==> src/adp_pkg.sv <==
// Constants shared by the two decimation paths.
`default_nettype none
package adp_pkg;
  // Rates
  localparam int CLOCK_HZ       = 125_000_000;
  localparam int SYS_FS_DHZ     = 421_875;
  localparam int OVERSAMPLE     = 128;
  localparam int MOD_RATE_HZ    = SYS_FS_DHZ * OVERSAMPLE / 10;
  localparam int MOD_DIV        = CLOCK_HZ / MOD_RATE_HZ;
  localparam logic [4:0] MOD_DIV_LAST = 5'(MOD_DIV - 1);
  // Decimation phase counter points
  localparam logic [3:0] PH_EIGHT_FS = 4'hF;
  localparam logic [5:0] PH_TWO_FS   = 6'h3F;
  localparam logic [6:0] PH_ONE_FS   = 7'h7F;
  // Coefficient shifts
  localparam int HP_SHIFT        = 1;
  localparam int BW_LEVEL_SHIFT  = 3;
  localparam int BW_VOICE_SHIFT  = 1;
  localparam int REHASH_SHIFT    = 2;
  localparam int DEC8_SHIFT      = 3;
  localparam int DC_SHIFT        = 8;
  // Register map and reset values
  localparam logic [7:0] ADDR_CTRL   = 8'h00;
  localparam logic [7:0] ADDR_STATUS = 8'h04;
  localparam logic [7:0] ADDR_AUX1   = 8'h08;
  localparam logic [7:0] ADDR_AUX2   = 8'h0C;
  localparam int CTRL_U1_VOICE = 0;
  localparam int CTRL_U2_VOICE = 1;
  localparam int CTRL_U1_DC    = 2;
  localparam int CTRL_U2_DC    = 3;
  localparam int STAT_OVF      = 0;
  localparam int STAT_HOLD     = 1;
  localparam int STAT_CNT_LSB  = 4;
  localparam logic [3:0] CTRL_RESET = 4'h0;
  // Stream buffer
  localparam int FIFO_WIDTH = 32;
  localparam int FIFO_DEPTH = 16;
  localparam int FIFO_AW    = 4;
endpackage : adp_pkg
`default_nettype wire

==> src/adp_top.sv <==
// Decimation units, sample buffer and register port.
`default_nettype none

////////////////////////////////////////////////////////////////////////////////
module adp_fifo #(
  parameter int W  = 32,
  parameter int D  = 16,
  parameter int AW = 4
) (
  input  wire logic          clk,
  input  wire logic          rst_n,
  input  wire logic          in_valid,
  output logic               in_ready,
  input  wire logic [W-1:0]  in_data,
  output logic               out_valid,
  input  wire logic          out_ready,
  output logic [W-1:0]       out_data,
  output logic [AW:0]        count
);
  typedef struct packed {
    logic [D-1:0][W-1:0] mem;
    logic [AW:0]         wp;
    logic [AW:0]         rp;
  } adp_fifo_st_t;

  adp_fifo_st_t s_r;
  adp_fifo_st_t s_nxt;

  // Extra pointer bit tells full from empty
  assign count     = s_r.wp - s_r.rp;
  assign in_ready  = (count != (AW+1)'(D));
  assign out_valid = (s_r.wp != s_r.rp);
  assign out_data  = s_r.mem[s_r.rp[AW-1:0]];

  always_comb begin
    s_nxt = s_r;
    if (in_valid && in_ready) begin
      s_nxt.mem[s_r.wp[AW-1:0]] = in_data;
      s_nxt.wp = s_r.wp + (AW+1)'(1);
    end
    if (out_valid && out_ready) begin
      s_nxt.rp = s_r.rp + (AW+1)'(1);
    end
  end

  always_ff @(posedge clk or negedge rst_n) begin
    if (!rst_n) begin
      s_r <= '0;
    end else begin
      s_r <= s_nxt;
    end
  end
endmodule : adp_fifo

////////////////////////////////////////////////////////////////////////////////
module adp_unit
  import adp_pkg::*;
(
  input  wire logic               clk,
  input  wire logic               rst_n,
  input  wire logic               ce,
  input  wire logic               aux_bit,
  input  wire logic               aud_bit,
  input  wire logic               voice_select,
  input  wire logic               dc_filter_enable,
  output logic signed [15:0]      aux_data,
  output logic                    aux_valid,
  output logic signed [15:0]      ifd_data,
  output logic                    ifd_valid,
  output logic signed [15:0]      aud_data,
  output logic                    aud_valid
);
  typedef struct packed {
    logic        [6:0]  cnt;
    logic signed [15:0] ai1;
    logic signed [15:0] ai2;
    logic signed [15:0] bc1;
    logic signed [15:0] bc2;
    logic signed [15:0] hx;
    logic signed [15:0] hy;
    logic signed [15:0] ac1;
    logic signed [15:0] ac2;
    logic signed [15:0] cx1;
    logic signed [15:0] cx2;
    logic signed [15:0] bw;
    logic signed [15:0] di1;
    logic signed [15:0] di2;
    logic signed [15:0] di3;
    logic signed [15:0] dc1;
    logic signed [15:0] dc2;
    logic signed [15:0] dc3;
    logic signed [18:0] acc;
    logic signed [23:0] dcest;
    logic signed [15:0] aux_out;
    logic               aux_vld;
    logic signed [15:0] ifd_out;
    logic               ifd_vld;
    logic signed [15:0] aud_out;
    logic               aud_vld;
  } adp_unit_st_t;

  adp_unit_st_t s_r;
  adp_unit_st_t s_nxt;

  logic signed [15:0] in_aux;
  logic signed [15:0] in_aud;
  logic signed [15:0] br_a;
  logic signed [15:0] br_b;
  logic signed [16:0] hp_sum;
  logic signed [15:0] hp_out;
  logic signed [15:0] ac_a;
  logic signed [15:0] ac_b;
  logic signed [17:0] comp_w;
  logic signed [15:0] comp;
  logic signed [16:0] bw_d;
  logic signed [16:0] bw_w;
  logic signed [15:0] ad_a;
  logic signed [15:0] ad_b;
  logic signed [15:0] ad_c;
  logic signed [15:0] rehash;
  logic signed [18:0] acc_sum;
  logic signed [15:0] avg;
  logic signed [17:0] gain_w;
  logic signed [23:0] dc_w;
  logic signed [17:0] dc_out;

  function automatic logic signed [15:0] sat16(input logic signed [17:0] v);
    if (v > 18'sh07FFF) begin
      sat16 = 16'sh7FFF;
    end else if (v < -18'sh08000) begin
      sat16 = 16'sh8000;
    end else begin
      sat16 = v[15:0];
    end
  endfunction

  assign in_aux  = aux_bit ? 16'sh0001 : 16'shFFFF;
  assign in_aud  = aud_bit ? 16'sh0001 : 16'shFFFF;

  // branch comb at eight times fs
  assign br_a    = s_r.ai2 - s_r.bc1;
  assign br_b    = br_a - s_r.bc2;
  // first-order high-pass, pole at one half
  assign hp_sum  = 17'(s_r.hy) + 17'(br_b) - 17'(s_r.hx);
  assign hp_out  = 16'(hp_sum >>> HP_SHIFT);

  assign ac_a    = s_r.ai2 - s_r.ac1;
  assign ac_b    = ac_a - s_r.ac2;
  // droop boost: 1.25 x minus an eighth of the two older taps
  assign comp_w  = 18'(ac_b) + 18'(ac_b >>> 2) - ((18'(s_r.cx1) + 18'(s_r.cx2)) >>> 3);
  assign comp    = sat16(comp_w);
  assign bw_d    = 17'(comp) - 17'(s_r.bw);
  // voice coefficient when select is 1
  assign bw_w    = 17'(s_r.bw) + (voice_select ? (bw_d >>> BW_VOICE_SHIFT) : (bw_d >>> BW_LEVEL_SHIFT));

  // third-order comb for the one-bit audio stream
  assign ad_a    = s_r.di3 - s_r.dc1;
  assign ad_b    = ad_a - s_r.dc2;
  assign ad_c    = ad_b - s_r.dc3;
  // rehash to full scale before the second decimator
  assign rehash  = ad_c <<< REHASH_SHIFT;
  assign acc_sum = s_r.acc + 19'(rehash);
  assign avg     = 16'(acc_sum >>> DEC8_SHIFT);
  // passband gain of 1.75, about 4.86 dB
  assign gain_w  = 18'(avg) + 18'(avg >>> 1) + 18'(avg >>> 2);
  // running DC estimate scaled by 256
  assign dc_w    = s_r.dcest + 24'(gain_w) - (s_r.dcest >>> DC_SHIFT);
  assign dc_out  = gain_w - 18'(s_r.dcest >>> DC_SHIFT);

  always_comb begin
    s_nxt = s_r;
    s_nxt.aux_vld = 1'b0;
    s_nxt.ifd_vld = 1'b0;
    s_nxt.aud_vld = 1'b0;
    if (ce) begin
      s_nxt.cnt = s_r.cnt + 7'h01;
      // two cascaded integrators on aux and three on audio, wrapping by design
      s_nxt.ai1 = s_r.ai1 + in_aux;
      s_nxt.ai2 = s_r.ai2 + s_r.ai1;
      s_nxt.di1 = s_r.di1 + in_aud;
      s_nxt.di2 = s_r.di2 + s_r.di1;
      s_nxt.di3 = s_r.di3 + s_r.di2;
      if (s_r.cnt[3:0] == PH_EIGHT_FS) begin
        s_nxt.bc1     = s_r.ai2;
        s_nxt.bc2     = br_a;
        s_nxt.hx      = br_b;
        s_nxt.hy      = hp_out;
        s_nxt.ifd_out = hp_out;
        s_nxt.ifd_vld = 1'b1;
        s_nxt.dc1     = s_r.di3;
        s_nxt.dc2     = ad_a;
        s_nxt.dc3     = ad_b;
        s_nxt.acc     = acc_sum;
      end
      if (s_r.cnt[5:0] == PH_TWO_FS) begin
        // decimate by 64 to twice fs
        s_nxt.ac1     = s_r.ai2;
        s_nxt.ac2     = ac_a;
        s_nxt.cx1     = ac_b;
        s_nxt.cx2     = s_r.cx1;
        s_nxt.bw      = 16'(bw_w);
        s_nxt.aux_out = 16'(bw_w);
        s_nxt.aux_vld = 1'b1;
      end
      if (s_r.cnt == PH_ONE_FS) begin
        s_nxt.acc     = '0;
        s_nxt.dcest   = dc_w;
        s_nxt.aud_out = dc_filter_enable ? sat16(dc_out) : sat16(gain_w);
        s_nxt.aud_vld = 1'b1;
      end
    end
  end

  // integrators start from zero, so the first outputs carry a transient
  always_ff @(posedge clk or negedge rst_n) begin
    if (!rst_n) begin
      s_r <= '0;
    end else begin
      s_r <= s_nxt;
    end
  end

  assign aux_data  = s_r.aux_out;
  assign aux_valid = s_r.aux_vld;
  assign ifd_data  = s_r.ifd_out;
  assign ifd_valid = s_r.ifd_vld;
  assign aud_data  = s_r.aud_out;
  assign aud_valid = s_r.aud_vld;
endmodule : adp_unit

////////////////////////////////////////////////////////////////////////////////
module adp_top
  import adp_pkg::*;
(
  input  wire logic          CLOCK,
  input  wire logic          RST_N,
  input  wire logic          U1_AUX_BIT,
  input  wire logic          U1_AUD_BIT,
  input  wire logic          U2_AUX_BIT,
  input  wire logic          U2_AUD_BIT,
  input  wire logic [7:0]    REG_ADDR,
  input  wire logic [31:0]   REG_WDATA,
  input  wire logic          REG_WR,
  input  wire logic          REG_RD,
  output logic [31:0]        REG_RDATA,
  output logic [15:0]        U1_AUX_DATA,
  output logic               U1_AUX_VALID,
  output logic [15:0]        U2_AUX_DATA,
  output logic               U2_AUX_VALID,
  output logic [15:0]        U1_IFD_DATA,
  output logic               U1_IFD_VALID,
  output logic [15:0]        U2_IFD_DATA,
  output logic               U2_IFD_VALID,
  output logic [31:0]        AUDIO_DATA,
  output logic               AUDIO_VALID,
  input  wire logic          AUDIO_READY
);
  typedef struct packed {
    logic [3:0]  sync1;
    logic [3:0]  sync2;
    logic [4:0]  div;
    logic        ce;
    logic [3:0]  ctrl;
    logic        ovf;
    logic [31:0] hold;
    logic        hold_vld;
    logic [31:0] out_data;
    logic        out_vld;
    logic [31:0] rdata;
  } adp_top_st_t;

  adp_top_st_t s_r;
  adp_top_st_t s_nxt;

  logic signed [15:0] u1_aud;
  logic signed [15:0] u2_aud;
  logic               u1_aud_vld;
  logic               u2_aud_vld;
  logic signed [15:0] u1_aux;
  logic signed [15:0] u2_aux;
  logic signed [15:0] u1_ifd;
  logic signed [15:0] u2_ifd;
  logic               f_in_ready;
  logic               f_out_valid;
  logic [31:0]        f_out_data;
  logic [FIFO_AW:0]   f_count;
  logic               pop;

  // Both units share one enable, so their audio samples land in the same cycle
  assign pop = f_out_valid && (!s_r.out_vld || AUDIO_READY);

  always_comb begin
    s_nxt = s_r;
    // Modulator bits come in as pins
    s_nxt.sync1 = {U2_AUD_BIT, U2_AUX_BIT, U1_AUD_BIT, U1_AUX_BIT};
    s_nxt.sync2 = s_r.sync1;
    s_nxt.ce  = (s_r.div == MOD_DIV_LAST);
    s_nxt.div = (s_r.div == MOD_DIV_LAST) ? 5'h00 : s_r.div + 5'h01;
    // Holding word drains into the buffer; a sample meeting a full hold that cannot drain is lost
    if (s_r.hold_vld && f_in_ready) begin
      s_nxt.hold_vld = 1'b0;
    end
    if (REG_WR && REG_ADDR == ADDR_STATUS && REG_WDATA[STAT_OVF]) begin
      s_nxt.ovf = 1'b0;
    end
    if (u1_aud_vld) begin
      if (s_r.hold_vld && !f_in_ready) begin
        s_nxt.ovf = 1'b1;
      end else begin
        s_nxt.hold     = {u2_aud, u1_aud};
        s_nxt.hold_vld = 1'b1;
      end
    end
    // Output register decouples the port from buffer memory
    if (pop) begin
      s_nxt.out_data = f_out_data;
      s_nxt.out_vld  = 1'b1;
    end else if (AUDIO_READY) begin
      s_nxt.out_vld  = 1'b0;
    end
    // per-unit select bits held in the control word
    if (REG_WR && REG_ADDR == ADDR_CTRL) begin
      s_nxt.ctrl = REG_WDATA[3:0];
    end
    s_nxt.rdata = 32'h0000_0000;
    if (REG_RD) begin
      unique case (REG_ADDR)
        ADDR_CTRL:   s_nxt.rdata = {28'h000_0000, s_r.ctrl};
        ADDR_STATUS: s_nxt.rdata = {23'h00_0000, f_count, 2'h0, s_r.hold_vld, s_r.ovf};
        ADDR_AUX1:   s_nxt.rdata = {{16{u1_aux[15]}}, u1_aux};
        ADDR_AUX2:   s_nxt.rdata = {{16{u2_aux[15]}}, u2_aux};
        default:     s_nxt.rdata = 32'h0000_0000;
      endcase
    end
  end

  always_ff @(posedge CLOCK or negedge RST_N) begin
    if (!RST_N) begin
      s_r      <= '0;
      s_r.ctrl <= CTRL_RESET;
    end else begin
      s_r <= s_nxt;
    end
  end

  adp_unit u_unit1 (
    .clk              (CLOCK),
    .rst_n            (RST_N),
    .ce               (s_r.ce),
    .aux_bit          (s_r.sync2[0]),
    .aud_bit          (s_r.sync2[1]),
    .voice_select     (s_r.ctrl[CTRL_U1_VOICE]),
    .dc_filter_enable (s_r.ctrl[CTRL_U1_DC]),
    .aux_data         (u1_aux),
    .aux_valid        (U1_AUX_VALID),
    .ifd_data         (u1_ifd),
    .ifd_valid        (U1_IFD_VALID),
    .aud_data         (u1_aud),
    .aud_valid        (u1_aud_vld)
  );

  adp_unit u_unit2 (
    .clk              (CLOCK),
    .rst_n            (RST_N),
    .ce               (s_r.ce),
    .aux_bit          (s_r.sync2[2]),
    .aud_bit          (s_r.sync2[3]),
    .voice_select     (s_r.ctrl[CTRL_U2_VOICE]),
    .dc_filter_enable (s_r.ctrl[CTRL_U2_DC]),
    .aux_data         (u2_aux),
    .aux_valid        (U2_AUX_VALID),
    .ifd_data         (u2_ifd),
    .ifd_valid        (U2_IFD_VALID),
    .aud_data         (u2_aud),
    .aud_valid        (u2_aud_vld)
  );

  adp_fifo #(
    .W  (FIFO_WIDTH),
    .D  (FIFO_DEPTH),
    .AW (FIFO_AW)
  ) u_fifo (
    .clk       (CLOCK),
    .rst_n     (RST_N),
    .in_valid  (s_r.hold_vld),
    .in_ready  (f_in_ready),
    .in_data   (s_r.hold),
    .out_valid (f_out_valid),
    .out_ready (pop),
    .out_data  (f_out_data),
    .count     (f_count)
  );

  assign REG_RDATA   = s_r.rdata;
  assign U1_AUX_DATA = u1_aux;
  assign U2_AUX_DATA = u2_aux;
  assign U1_IFD_DATA = u1_ifd;
  assign U2_IFD_DATA = u2_ifd;
  assign AUDIO_DATA  = s_r.out_data;
  assign AUDIO_VALID = s_r.out_vld;
endmodule : adp_top
`default_nettype wire

==> config.mk <==
export PLATFORM = sky130hd
export DESIGN_NAME = adp_top
export DESIGN_NICKNAME = d
export VERILOG_FILES = /design/src/adp_pkg.sv /design/src/adp_top.sv
export SDC_FILE = /design/constraint.sdc
export NUM_CORES = 2
export LEC_CHECK = 0
export BUFFER_PORTS_ARGS = -buffer_cell sky130_fd_sc_hd__buf_2
export CORE_MARGIN = 1.5
export CORE_UTILIZATION = 49
export DETAILED_ROUTE_END_ITERATION = 7
export PLACE_DENSITY = 0.67
export RECOVER_POWER = 25
export SLEW_MARGIN = 15
export SYNTH_ARGS = -nofsm -noshare
export SYNTH_HDL_FRONTEND = slang
export SYNTH_SLANG_ARGS = --single-unit
==> constraint.sdc <==
create_clock -name CLOCK -period 27.3 [get_ports CLOCK]
set_clock_uncertainty 0.2 [all_clocks]
set_input_delay 8.19 -clock CLOCK [delete_from_list [all_inputs] [get_ports CLOCK]]
set_output_delay 8.19 -clock CLOCK [all_outputs]
set_load 0.01 [all_outputs]
==> flow_metrics.env <==
export IMPL_run_status="finished, violations left"
export IMPL_failed_checks="max-capacitance violations, max-slew violations"
export IMPL_synth_cells_most_frequent="1276 x dfrtp_1, 830 x nand2_1, 709 x mux2_2, 657 x ha_1, 637 x inv_1"
export IMPL_detail_route_drc_violations=0
export IMPL_power_density_mw_per_mm2=69.80
export IMPL_finalSetupViolations=0
export IMPL_drt_first_iter_violations=3567
export IMPL_utilization_pct=53.59
export IMPL_largest_cells_by_area_after_synthesis="dfrtp_1 38%, ha_1 9.9%, mux2_2 9.6%, mux4_2 4.4%, fa_1 3.9%"
export IMPL_grt_antenna_before_repair=2
export IMPL_cts_hold_repair_buffers=0
export IMPL_buffer_ports_inserted=153
export IMPL_synth_ff_latch_count=1276
export IMPL_cts_htree_levels=4
export IMPL_cts_root_buffer="clkbuf_16"
export IMPL_r2r_cells=49
export IMPL_holdCritStartpoint="s_nxt[111]"
export IMPL_clk_path_buf_depth=3
export IMPL_crit_reg2reg_capture="u_unit2.s_r[204]"
export IMPL_routed_wl_mm=181.5
export IMPL_timing_max_cap_violations=23
export IMPL_finalHoldViolations=0
export IMPL_synth_seq_area_share_pct=38.44
export IMPL_detailed_place_area_sq_mm=0.08514
export IMPL_num_vias=57744
export IMPL_number_of_top_level_design_ports=182
export IMPL_timing_hold_worst_endpoint="s_r[111]"
export IMPL_critical_path_max_stage_delay_ps=680
export IMPL_finalMaxSlewViolations=1243
export IMPL_ir_drop_mv=0.09683
export IMPL_post_cts_setup_buffers=0
export IMPL_cts_reportedPaths_clkPinSlew_ps=60
export IMPL_drt_vias_per_instance=5.606
export IMPL_post_synthesis_cell_area_sq_mm=0.08307
export IMPL_crit_type="flop to flop"
export IMPL_layout_worst_path_cycle_share_pct=44.40
export IMPL_fin_area_sq_mm=0.08992
export IMPL_holdCritPathClass="flop to flop"
export IMPL_period_minus_slack_ps=12120
export IMPL_syn_to_final_growth_pct=8.242
export IMPL_insertion_delay_ps=820
export IMPL_synth_edff_count=0
export IMPL_timing_critical_path_arrival_ps=12450
export IMPL_place_gp_congestion=0.8509
export IMPL_first_global_vias=58045
export IMPL_syn_avg_cell_area_sq_um=10.35
export IMPL_first_pass_grt_wire_length_mm=301.1
export IMPL_groute_usage_overall_pct=21.19
export IMPL_worstPathRequired_ps=27620
export IMPL_min_path_cells=0
export IMPL_postSynthCellCount=8030
export IMPL_route_antenna_remaining_nets=0
export IMPL_cp_start_kind="flop"
export IMPL_path_common_cell="a21oi_1"
export IMPL_postSynth_topFlopCell="dfrtp_1"
export IMPL_synth_most_common_cell="dfrtp_1"
export IMPL_post_route_cells_drive_above_1_share_pct=16.94
export IMPL_synth_cell_type_count=96
export IMPL_yosysWarnings=0
export IMPL_detail_route_wl_per_cell_um=17.62
export IMPL_rsz0062_at_grt="false"
export IMPL_floorplan_core_area_sq_mm=0.1678
export IMPL_cts_sinks=1276
export IMPL_clock_fmax_mhz=82.49
export IMPL_floorplan_die_width_um=414.7
export IMPL_critPathSlowestCell="a21oi_1"
export IMPL_final_net_count=8848
export IMPL_setup_tns_ps=0
export IMPL_grt_ovfl_total=0
export IMPL_p_leak_uw=0.04268
export IMPL_cts_buffers=147
export IMPL_cts_tree="yes"
export IMPL_post_synth_top_area_cell="dfrtp_1"
export IMPL_crit_reg2reg_launch="u_unit2.s_r[334]"
export IMPL_die_h_um=414.7
export IMPL_synth_top_area_share_pct=38.44
export IMPL_crit_fanout=14
export IMPL_cts_resized=0
export IMPL_synth_net_count=8898
export IMPL_detailedPlacementHpwl_mm=125.4
export IMPL_setup_worst_path_end_class="flop"
export IMPL_std_cell_rows=150
export IMPL_floorplan_initialDensity_pct=49.51
export IMPL_max_slew_margin_pct=-190.0
export IMPL_drt_pre_antenna_iters=6
export IMPL_grt_start_max_net_pins=156
export IMPL_async_reset_ff_share_pct=100.0
export IMPL_fp_dieArea_sq_mm=0.1720
export IMPL_r2r_setup_slack_ps=15180
export IMPL_timing_worst_slew_pin_value_ps=4350
worst max-delay path by stage:
stage	start	end	slack, ps
after global placement	RST_N	u_unit1.s_r[275]	15520
after floorplan	u_unit2.s_r[334]	u_unit2.s_r[204]	16890
after global routing	u_unit2.s_r[334]	u_unit2.s_r[204]	14190
after detailed placement	u_unit2.s_r[334]	u_unit2.s_r[204]	15260
after CTS	u_unit2.s_r[334]	u_unit2.s_r[204]	15190
final	u_unit2.s_r[334]	u_unit2.s_r[204]	15180
per-stage QoR:
| step | power, uW | worst slack, ps | cells | hold slack, ps |
|---|---|---|---|---|
| detailed placement | 4298 | 15260 | 10035 | 141.8 |
| global placement | 4243 | 15520 | 10035 | 135.5 |
| global route | 6708 | 14190 | 10298 | 164.5 |
| CTS | 6319 | 15190 | 10298 | 155.9 |
| finish | 6277 | 15180 | 10300 | 150.3 |
| floorplan | 3862 | 16890 | 8030 | 131.2 |
where the power goes:
group	total, uW	internal, uW	switching (uW)	leakage [uW]
Clock	1980	1140	842	0.00236
Sequential	1940	1910	27.0	0.0175
Combinational	2350	1030	1320	0.0228
cells by family after synthesis:
group	Yosys count	synth area share, %
AO/OA/AOI/OAI	1742	13.29
XOR/XNOR	533	5.690
adder cells (fa/ha/maj)	820	13.81
buffers and inverters	1052	5.341
flip-flops	1276	38.44
multiplexers	886	14.18
AND/OR/NAND/NOR	1721	9.246
sequential cells by signal, indices dropped and copies added (netlist names), 4 cells and up:
signal            count
u_fifo.s_r          522
u_unit1.s_r         308
u_unit2.s_r         308
s_r                  48
AUDIO_DATA           32
REG_RDATA            16
u_unit1.aud_data     16
u_unit2.aud_data     16
s_nxt                 4
layer usage:
metal	vias up	global-route usage [%]	share of wire, %
met5	-	0	0
met4	0	5.870	2.4
met3	265	2.657	3.6
met2	912	35.95	48
met1	28518	28.53	46
li1	28049	-	-
area by class of cell:
type	instances	area [sq um]
Clock buffer	210	4188
Clock inverter	53	699.4
Timing Repair Buffer	210	1147
Sequential cell	1276	31940
Multi-Input combinational cell	5702	46760
Fill cell	14515	77870
Tap cell	2204	2758
Antenna cell	2	5.005
Inverter	643	2416
worst max-delay path: cells and delay by family (launching register included):
family | cells | cell delay (ps)
DFF | 1 | 380
xor gates and xnor gates | 4 | 1100
and+or+nand+nor | 6 | 1180
adders and majority gates | 8 | 2720
AOI/OAI and AO/OA | 28 | 6030
buffers and inverters | 3 | 260
layout by cell type, fill, tap and decap left out, types with 162 or more instances in the layout:
cell / n
xnor2_1: 361
o21ai_0: 606
ha_1: 657
nor2_1: 324
a21oi_1: 355
fa_1: 162
mux4_2: 162
dfrtp_1: 1273
mux2_2: 709
inv_1: 637
xor2_1: 168
nand2_1: 826
Note: power is estimated with default switching activity, not from simulation.
